`config.mk`:
```
export PLATFORM = sky130hd
export DESIGN_NAME = ahs_sequencer
export DESIGN_NICKNAME = d
export VERILOG_FILES = /design/src/ahs_sequencer.v
export VERILOG_INCLUDE_DIRS = /design/src
export SDC_FILE = /design/constraint.sdc
export NUM_CORES = 1
export LEC_CHECK = 0
export BUFFER_PORTS_ARGS = -buffer_cell sky130_fd_sc_hd__buf_2
export CAP_MARGIN = 20
export CELL_PAD_IN_SITES_DETAIL_PLACEMENT = 0
export CELL_PAD_IN_SITES_GLOBAL_PLACEMENT = 1
export CORE_ASPECT_RATIO = 1.2
export CORE_MARGIN = 2
export CORE_UTILIZATION = 49
export DETAILED_ROUTE_END_ITERATION = 12
export HOLD_SLACK_MARGIN = 0.12
export PLACE_DENSITY_LB_ADDON = 0.1
export SETUP_SLACK_MARGIN = 0.02
export SYNTH_ARGS = -nofsm -noshare
export SYNTH_HDL_FRONTEND = slang
export SYNTH_SLANG_ARGS = --single-unit
```
`constraint.sdc`:
```
create_clock -name clk -period 12 [get_ports clk]
set_input_delay 0.6 -clock clk [delete_from_list [all_inputs] [get_ports clk]]
set_output_delay 0.6 -clock clk [all_outputs]
set_load 0.01 [all_outputs]
```
`src/ahs_consts.vh`:
```
// Purpose: constants for the axis homing sequencer
// Assumes: included by ahs_sequencer.v, the checker and the bench
// Notes:   modes 12..14 use the index pulse, 17..22 switches only
`ifndef AHS_CONSTS_VH
`define AHS_CONSTS_VH

// ==========================================================
// homing modes
`define AHS_MODE_W        5
`define AHS_MODE_12       5'h0c
`define AHS_MODE_13       5'h0d
`define AHS_MODE_14       5'h0e
`define AHS_MODE_15       5'h0f
`define AHS_MODE_16       5'h10
`define AHS_MODE_17       5'h11
`define AHS_MODE_18       5'h12
`define AHS_MODE_19       5'h13
`define AHS_MODE_20       5'h14
`define AHS_MODE_21       5'h15
`define AHS_MODE_22       5'h16

// ==========================================================
// exit events of a step
`define AHS_EV_HOME_ON    3'h0
`define AHS_EV_HOME_OFF   3'h1
`define AHS_EV_NLIM_ON    3'h2
`define AHS_EV_NLIM_OFF   3'h3
`define AHS_EV_PLIM_ON    3'h4
`define AHS_EV_PLIM_OFF   3'h5
`define AHS_EV_INDEX      3'h6
`define AHS_EV_NONE       3'h7

// ==========================================================
// step word fields
`define AHS_STEP_W        7
`define AHS_STEP_VALID    6
`define AHS_STEP_LAST     5
`define AHS_STEP_DIR      4
`define AHS_STEP_SPEED    3
`define AHS_STEP_EV_HI    2
`define AHS_STEP_EV_LO    0

// ==========================================================
// starting paths
`define AHS_PATH_OFF      2'h0
`define AHS_PATH_ON       2'h1
`define AHS_PATH_LIMIT    2'h2

// ==========================================================
// reset values
`define AHS_PHASE_RST     2'h0
`define AHS_PATH_RST      2'h0

`endif

```
`src/ahs_sequencer.v`:
```
// Purpose: homing sequencer for one axis, modes 12..14 and 17..22
// Assumes: all inputs synchronous to clk, switches active high
// Notes:   direction 1 is positive, speed 1 is second-phase speed
`timescale 1ns/10ps
`include "ahs_consts.vh"

module ahs_sequencer (
	// clock and reset
	input  wire                   clk,
	input  wire                   resetn,
	// command
	input  wire                   homing_command,
	input  wire [`AHS_MODE_W-1:0] homing_mode,
	// axis sensors
	input  wire                   home_sw,
	input  wire                   lim_pos,
	input  wire                   lim_neg,
	input  wire                   index_pulse,
	// motion demand
	output reg                    move_en,
	output reg                    move_dir_pos,
	output reg                    move_speed_hi,
	// status
	output reg                    busy,
	output reg                    home_latch,
	output reg                    done,
	output reg                    mode_error
);

	// ==========================================================
	// states
	localparam ST_IDLE = 2'h0;
	localparam ST_RUN  = 2'h1;
	localparam ST_STOP = 2'h2;

	// ==========================================================
	// step table: valid, last, dir, speed, exit event
	function [`AHS_STEP_W-1:0] ahs_step;
		input [`AHS_MODE_W-1:0] mode;
		input [1:0]             path;
		input [1:0]             phase;
		reg   [4:0]             sel;
		begin
			sel = {path, phase, 1'b0};
			ahs_step = {1'b0, 1'b0, 1'b0, 1'b0, `AHS_EV_NONE};
			case (mode)
			`AHS_MODE_12: begin
				case (sel[4:1])
				4'h0: ahs_step = {1'b1, 1'b0, 1'b0, 1'b0, `AHS_EV_HOME_ON};
				4'h1: ahs_step = {1'b1, 1'b1, 1'b0, 1'b1, `AHS_EV_INDEX};
				4'h4: ahs_step = {1'b1, 1'b0, 1'b1, 1'b1, `AHS_EV_HOME_OFF};
				4'h5: ahs_step = {1'b1, 1'b1, 1'b0, 1'b1, `AHS_EV_INDEX};
				4'h8: ahs_step = {1'b1, 1'b0, 1'b1, 1'b0, `AHS_EV_HOME_ON};
				4'h9: ahs_step = {1'b1, 1'b0, 1'b1, 1'b0, `AHS_EV_HOME_OFF};
				4'ha: ahs_step = {1'b1, 1'b0, 1'b0, 1'b0, `AHS_EV_HOME_ON};
				4'hb: ahs_step = {1'b1, 1'b1, 1'b0, 1'b1, `AHS_EV_INDEX};
				default: ahs_step = {1'b0, 1'b0, 1'b0, 1'b0, `AHS_EV_NONE};
				endcase
			end
			`AHS_MODE_13: begin
				case (sel[4:1])
				4'h0: ahs_step = {1'b1, 1'b0, 1'b0, 1'b0, `AHS_EV_HOME_ON};
				4'h1: ahs_step = {1'b1, 1'b0, 1'b0, 1'b1, `AHS_EV_HOME_OFF};
				4'h2: ahs_step = {1'b1, 1'b1, 1'b1, 1'b1, `AHS_EV_INDEX};
				4'h4: ahs_step = {1'b1, 1'b0, 1'b0, 1'b1, `AHS_EV_HOME_OFF};
				4'h5: ahs_step = {1'b1, 1'b1, 1'b1, 1'b1, `AHS_EV_INDEX};
				4'h8: ahs_step = {1'b1, 1'b0, 1'b1, 1'b0, `AHS_EV_HOME_ON};
				4'h9: ahs_step = {1'b1, 1'b1, 1'b1, 1'b1, `AHS_EV_INDEX};
				default: ahs_step = {1'b0, 1'b0, 1'b0, 1'b0, `AHS_EV_NONE};
				endcase
			end
			`AHS_MODE_14: begin
				case (sel[4:1])
				4'h0: ahs_step = {1'b1, 1'b0, 1'b0, 1'b0, `AHS_EV_HOME_ON};
				4'h1: ahs_step = {1'b1, 1'b0, 1'b0, 1'b1, `AHS_EV_HOME_OFF};
				4'h2: ahs_step = {1'b1, 1'b1, 1'b0, 1'b1, `AHS_EV_INDEX};
				4'h4: ahs_step = {1'b1, 1'b0, 1'b0, 1'b1, `AHS_EV_HOME_OFF};
				4'h5: ahs_step = {1'b1, 1'b1, 1'b0, 1'b1, `AHS_EV_INDEX};
				4'h8: ahs_step = {1'b1, 1'b0, 1'b1, 1'b0, `AHS_EV_HOME_ON};
				4'h9: ahs_step = {1'b1, 1'b0, 1'b0, 1'b1, `AHS_EV_HOME_OFF};
				4'ha: ahs_step = {1'b1, 1'b1, 1'b0, 1'b1, `AHS_EV_INDEX};
				default: ahs_step = {1'b0, 1'b0, 1'b0, 1'b0, `AHS_EV_NONE};
				endcase
			end
			`AHS_MODE_17: begin
				case (sel[4:1])
				4'h0: ahs_step = {1'b1, 1'b0, 1'b0, 1'b0, `AHS_EV_NLIM_ON};
				4'h1: ahs_step = {1'b1, 1'b1, 1'b1, 1'b1, `AHS_EV_NLIM_OFF};
				4'h4: ahs_step = {1'b1, 1'b1, 1'b1, 1'b1, `AHS_EV_NLIM_OFF};
				default: ahs_step = {1'b0, 1'b0, 1'b0, 1'b0, `AHS_EV_NONE};
				endcase
			end
			`AHS_MODE_18: begin
				case (sel[4:1])
				4'h0: ahs_step = {1'b1, 1'b0, 1'b1, 1'b0, `AHS_EV_PLIM_ON};
				4'h1: ahs_step = {1'b1, 1'b1, 1'b0, 1'b1, `AHS_EV_PLIM_OFF};
				4'h4: ahs_step = {1'b1, 1'b1, 1'b0, 1'b1, `AHS_EV_PLIM_OFF};
				default: ahs_step = {1'b0, 1'b0, 1'b0, 1'b0, `AHS_EV_NONE};
				endcase
			end
			`AHS_MODE_19: begin
				case (sel[4:1])
				4'h0: ahs_step = {1'b1, 1'b0, 1'b1, 1'b0, `AHS_EV_HOME_ON};
				4'h1: ahs_step = {1'b1, 1'b1, 1'b0, 1'b1, `AHS_EV_HOME_OFF};
				4'h4: ahs_step = {1'b1, 1'b1, 1'b0, 1'b1, `AHS_EV_HOME_OFF};
				default: ahs_step = {1'b0, 1'b0, 1'b0, 1'b0, `AHS_EV_NONE};
				endcase
			end
			`AHS_MODE_20: begin
				case (sel[4:1])
				4'h0: ahs_step = {1'b1, 1'b1, 1'b1, 1'b0, `AHS_EV_HOME_ON};
				4'h4: ahs_step = {1'b1, 1'b0, 1'b0, 1'b1, `AHS_EV_HOME_OFF};
				4'h5: ahs_step = {1'b1, 1'b1, 1'b1, 1'b1, `AHS_EV_HOME_ON};
				default: ahs_step = {1'b0, 1'b0, 1'b0, 1'b0, `AHS_EV_NONE};
				endcase
			end
			`AHS_MODE_21: begin
				case (sel[4:1])
				4'h0: ahs_step = {1'b1, 1'b0, 1'b0, 1'b0, `AHS_EV_HOME_ON};
				4'h1: ahs_step = {1'b1, 1'b1, 1'b1, 1'b1, `AHS_EV_HOME_OFF};
				4'h4: ahs_step = {1'b1, 1'b1, 1'b1, 1'b1, `AHS_EV_HOME_OFF};
				default: ahs_step = {1'b0, 1'b0, 1'b0, 1'b0, `AHS_EV_NONE};
				endcase
			end
			`AHS_MODE_22: begin
				case (sel[4:1])
				4'h0: ahs_step = {1'b1, 1'b1, 1'b0, 1'b0, `AHS_EV_HOME_ON};
				4'h4: ahs_step = {1'b1, 1'b0, 1'b1, 1'b1, `AHS_EV_HOME_OFF};
				4'h5: ahs_step = {1'b1, 1'b1, 1'b0, 1'b1, `AHS_EV_HOME_ON};
				default: ahs_step = {1'b0, 1'b0, 1'b0, 1'b0, `AHS_EV_NONE};
				endcase
			end
			default: ahs_step = {1'b0, 1'b0, 1'b0, 1'b0, `AHS_EV_NONE};
			endcase
		end
	endfunction

	// ==========================================================
	// modes that fall back on the limit-reversal path
	function ahs_has_limit_path;
		input [`AHS_MODE_W-1:0] mode;
		begin
			case (mode)
			`AHS_MODE_12: ahs_has_limit_path = 1'b1;
			`AHS_MODE_13: ahs_has_limit_path = 1'b1;
			`AHS_MODE_14: ahs_has_limit_path = 1'b1;
			default:      ahs_has_limit_path = 1'b0;
			endcase
		end
	endfunction

	// ==========================================================
	// edge detection of the four sensors
	wire [3:0] sens_now;
	wire [3:0] sens_rise;
	wire [3:0] sens_fall;

	assign sens_now = {index_pulse, lim_pos, lim_neg, home_sw};

	genvar gi;
	generate
		for (gi = 0; gi < 4; gi = gi + 1) begin : g_edge
			// one history flop per sensor, single driver each
			reg prev_reg;
			always @(posedge clk or negedge resetn) begin
				if (!resetn) begin
					prev_reg <= 1'b0;
				end else begin
					prev_reg <= sens_now[gi];
				end
			end
			assign sens_rise[gi] = sens_now[gi] & ~prev_reg;
			assign sens_fall[gi] = ~sens_now[gi] & prev_reg;
		end
	endgenerate

	// ==========================================================
	// sequencer registers
	reg [1:0]             state_reg;
	reg [1:0]             state_next;
	reg [`AHS_MODE_W-1:0] mode_reg;
	reg [1:0]             path_reg;
	reg [1:0]             path_next;
	reg [1:0]             phase_reg;
	reg [1:0]             phase_next;

	wire [`AHS_STEP_W-1:0] cur_step;
	wire [`AHS_STEP_W-1:0] start_step;
	wire [`AHS_STEP_W-1:0] nxt_step;
	wire [2:0]             cur_ev;
	wire [1:0]             start_path;
	reg                    ev_hit;
	reg                    limit_hit;

	assign cur_step = ahs_step(mode_reg, path_reg, phase_reg);
	assign cur_ev   = cur_step[`AHS_STEP_EV_HI:`AHS_STEP_EV_LO];

	// starting case from the switch that the mode watches
	assign start_path = (homing_mode == `AHS_MODE_17) ?
	                    (lim_neg ? `AHS_PATH_ON : `AHS_PATH_OFF) :
	                    (homing_mode == `AHS_MODE_18) ?
	                    (lim_pos ? `AHS_PATH_ON : `AHS_PATH_OFF) :
	                    (home_sw ? `AHS_PATH_ON : `AHS_PATH_OFF);
	assign start_step = ahs_step(homing_mode, start_path, `AHS_PHASE_RST);
	// step that the run enters at the coming edge
	assign nxt_step   = ahs_step(mode_reg, path_next, phase_next);

	// ==========================================================
	// exit event of the active step
	always @* begin
		case (cur_ev)
		`AHS_EV_HOME_ON:  ev_hit = sens_rise[0];
		`AHS_EV_HOME_OFF: ev_hit = sens_fall[0];
		`AHS_EV_NLIM_ON:  ev_hit = sens_rise[1];
		`AHS_EV_NLIM_OFF: ev_hit = sens_fall[1];
		`AHS_EV_PLIM_ON:  ev_hit = sens_rise[2];
		`AHS_EV_PLIM_OFF: ev_hit = sens_fall[2];
		`AHS_EV_INDEX:    ev_hit = sens_rise[3];
		default:          ev_hit = 1'b0;
		endcase
		limit_hit = ahs_has_limit_path(mode_reg) & (path_reg == `AHS_PATH_OFF) &
		            (phase_reg == `AHS_PHASE_RST) & sens_rise[1] & ~home_sw;
	end

	// ==========================================================
	// next-state logic
	always @* begin
		state_next = state_reg;
		path_next  = path_reg;
		phase_next = phase_reg;
		case (state_reg)
		ST_IDLE: begin
			if (homing_command && start_step[`AHS_STEP_VALID]) begin
				state_next = ST_RUN;
				path_next  = start_path;
				phase_next = `AHS_PHASE_RST;
			end
		end
		ST_RUN: begin
			if (limit_hit) begin
				path_next  = `AHS_PATH_LIMIT;
				phase_next = `AHS_PHASE_RST;
			end else if (ev_hit && cur_step[`AHS_STEP_LAST]) begin
				state_next = ST_STOP;
			end else if (ev_hit) begin
				phase_next = phase_reg + 2'h1;
			end
		end
		ST_STOP: begin
			state_next = ST_IDLE;
			path_next  = `AHS_PATH_RST;
			phase_next = `AHS_PHASE_RST;
		end
		default: begin
			state_next = ST_IDLE;
			path_next  = `AHS_PATH_RST;
			phase_next = `AHS_PHASE_RST;
		end
		endcase
	end

	// ==========================================================
	// state and outputs
	always @(posedge clk or negedge resetn) begin
		if (!resetn) begin
			state_reg     <= ST_IDLE;
			mode_reg      <= {`AHS_MODE_W{1'b0}};
			path_reg      <= `AHS_PATH_RST;
			phase_reg     <= `AHS_PHASE_RST;
			move_en       <= 1'b0;
			move_dir_pos  <= 1'b0;
			move_speed_hi <= 1'b0;
			busy          <= 1'b0;
			home_latch    <= 1'b0;
			done          <= 1'b0;
			mode_error    <= 1'b0;
		end else begin
			state_reg  <= state_next;
			path_reg   <= path_next;
			phase_reg  <= phase_next;
			home_latch <= 1'b0;
			done       <= 1'b0;
			mode_error <= 1'b0;
			if (state_reg == ST_IDLE && homing_command) begin
				mode_reg   <= homing_mode;
				mode_error <= ~start_step[`AHS_STEP_VALID];
			end
			if (state_reg == ST_RUN && ev_hit && cur_step[`AHS_STEP_LAST] && !limit_hit) begin
				home_latch <= 1'b1;
				done       <= 1'b1;
			end
			busy <= (state_next == ST_RUN);
			if (state_next == ST_RUN) begin
				move_en <= 1'b1;
				if (state_reg == ST_IDLE) begin
					move_dir_pos  <= start_step[`AHS_STEP_DIR];
					move_speed_hi <= start_step[`AHS_STEP_SPEED];
				end else begin
					move_dir_pos  <= nxt_step[`AHS_STEP_DIR];
					move_speed_hi <= nxt_step[`AHS_STEP_SPEED];
				end
			end else begin
				move_en       <= 1'b0;
				move_dir_pos  <= 1'b0;
				move_speed_hi <= 1'b0;
			end
		end
	end

endmodule

```
==> results.json <==
{
  "crit_type": "reg -> reg",
  "synthCells": 254,
  "synth_warnings": 0,
  "grt_usage_pct": 23.6,
  "grt_pass1_wl_um": 9180,
  "core-area_sq_um": 4230,
  "drt-total-wl_um": 5560,
  "p_leak_nw": 0.929,
  "final_nets": 286,
  "initial_core_util_pct": 50.6,
  "max_slew_margin_pct": 44.0,
  "hp-class": "in -> async",
  "netlist.area_leader.share_pct": 23.4,
  "ys_ff_latch": 20,
  "clock-skew-final_ps": 7.15,
  "fp.dieW_um": 64.3,
  "critPathLaunchType": "flip-flop",
  "p_clk_share_pct": 12.6,
  "dp_hpwl_um": 4310,
  "die_y_um": 76.4,
  "ir_drop_mv": 0.115,
  "setup_viol": 0,
  "clk_pin_slew_worst_paths_ps": 80,
  "switchingPower_w": 0.000270,
  "crit_fanout": 8,
  "drt-initial-drc-count": 159,
  "antenna_found_initial": 0,
  "hold_violations": 0,
  "final_common_cell": "dfrtp_1",
  "end_kind": "flip-flop",
  "post_cts.resized_instances": 0,
  "rsz0062_at_grt": "false",
  "hold_buffers": 0,
  "area_delta_synth_final_pct": 7.02,
  "ys_types": 67,
  "critPathRequiredTime_ps": 12190,
  "drc": 0,
  "synth_area_per_cell_sq_um": 8.42,
  "cell_internal_pwr_w": 0.000270,
  "worstMarginPinSlew_ps": 834,
  "final.setup.worst_slack_ps": 7240,
  "power_frac_seq_pct": 25.6,
  "grt_max_degree": 21,
  "ys_seq_area_share_pct": 23.4,
  "rows": 26,
  "synth_top_area_cell": "dfrtp_1",
  "htree_levels": 1,
  "layout_common_cells": "dfrtp_1, a21oi_1, buf_2",
  "cts_buffers": 3,
  "via_count": 2019,
  "syn_nets": 276,
  "cts_setup_buffers": 0,
  "synth_edf_count": 0,
  "antenna_left": 0,
  "fmax_mhz": 210,
  "port_buffers": 18,
  "drv_cap": 0,
  "arrival_ps": 4950,
  "place_ws_ps": 7310,
  "io_pins": 19,
  "root_buffer": "clkbuf_8",
  "cts_tree": "built",
  "p_sw_share_pct": 50.0,
  "synthArstFlopShare_pct": 100,
  "drtPass1Iterations": 4,
  "slew_violations": 0,
  "fin_area_sq_um": 2290,
  "power_density_nw_per_um2": 236,
  "final_layout_size_suffix_gt1_share_pct": 19.8,
  "setup_tns_ps": 0,
  "via_per_inst": 6.33,
  "ys_top_cells_by_area": "dfrtp_1, ha_1, mux2_2",
  "gp_congestion": 0.863,
  "synth_area_sq_um": 2140,
  "clock_latency_ps": 260,
  "synth_ff_type": "dfrtp_1",
  "largest_reg_flops": 5,
  "layout_min_cycle_time_ps": 4760,
  "cts_sinks": 20,
  "power_frac_comb_pct": 61.8,
  "min_period_over_period_pct": 39.6,
  "dieArea_sq_um": 4910,
  "max-clock-path-buffers": 2,
  "outcome": "finished, final reports clean",
  "holdWs_ps": 279,
  "grt_pass1_vias": 1948,
  "overflow": 0,
  "routedWlPerCell_um": 17.4,
  "post_dp_cell_area_sq_um": 2220,
  "antennaDiodeCount": 0
}
[power by group through the flow]
stage | logic [W] | clock network [W] | registers, W
after floorplan | 0.000291 | 0 | 0.000107
after global placement | 0.000330 | 0 | 0.000139
after detailed placement | 0.000326 | 0 | 0.000137
after CTS | 0.000329 | 0.0000678 | 0.000136
after global routing | 0.000367 | 0.0000711 | 0.000142
final | 0.000333 | 0.0000682 | 0.000138
[stage by stage]
step | instances | util [%] | total power, W
2_1_floorplan | 254 | - | 0.000397
3_3_place_gp | 315 | 52.4 | 0.000469
3_5_place_dp | 315 | 52.4 | 0.000464
4_1_cts | 319 | 54.1 | 0.000533
5_1_grt | 319 | 54.1 | 0.000580
6_report | 319 | 54.1 | 0.000540
[critical path: stages, from the launching register on]
cell and delay (ps):
dfrtp_1 490, inv_1 140, ha_1 240, a2111oi_1 550
o22ai_1 270, or4_1 540, mux2_2 290, o21a_1 230
a21boi_2 190, o21ai_0 130, nor2b_1 190, ha_1 330
nand2b_1 110, a2111oi_2 350, a31oi_1 70, a2111o_1 410
a31oi_1 140
[cells in the mapped netlist, drive strengths merged, types with 5 or more instances]
master	n
inv	9
mux2	9
nand3	6
a31oi	6
o21ai	19
or3	5
nand2	15
nor2b	9
ha	10
nand2b	14
or3b	5
nor3	8
nor2	16
buf	11
dfrtp	20
a21oi	19
[logic make-up (layout without fill, tap and decap cells)]
| group | count (synthesis) | after routing | synth area share [%] |
|---|---|---|---|
| simple gates | 103 | 103 | 28.3 |
| compound gates | 86 | 86 | 30.7 |
| buf+inv | 23 | 32 | 5.73 |
| flops | 20 | 20 | 23.4 |
| fa+ha+maj | 10 | 10 | 5.85 |
| mux | 10 | 10 | 5.21 |
| xor+xnor | 2 | 2 | 0.819 |
[path summary, 6_finish.rpt]
kind	cells after the start	startpoint	slack (ps)	to
max	16	phase_reg[1]	7240	move_speed_hi
min	1	resetn	280	mode_error
max reg2reg	16	phase_reg[1]	7240	move_speed_hi
min reg2reg	1	ahs_has_limit_path.mode[4]	660	ahs_has_limit_path.mode[4]
max in group asynchronous	1	resetn	11410	ahs_has_limit_path.mode[4]
min in group clk	1	index_pulse	460	g_edge[3].prev_reg
[layer usage]
layer  wire length, um  GRT usage (%)  vias to the layer above
li1                  -              -                      982
met1              2490           30.1                      952
met2              2710           40.2                       65
met3               150           1.33                       20
met4               209           11.7                        0
met5                 0              0                        -
[final cells by class]
type                    count  area [sq um]
clock inverters             1          30.0
inverters                   9          33.8
flip-flops and latches     20           500
fillers                   416          1940
clock buffers               3          41.3
multi-input cells         211          1520
well taps                  56          70.1
repair buffers             19          97.6
No activity file was read; power rests on OpenSTA's default activity.
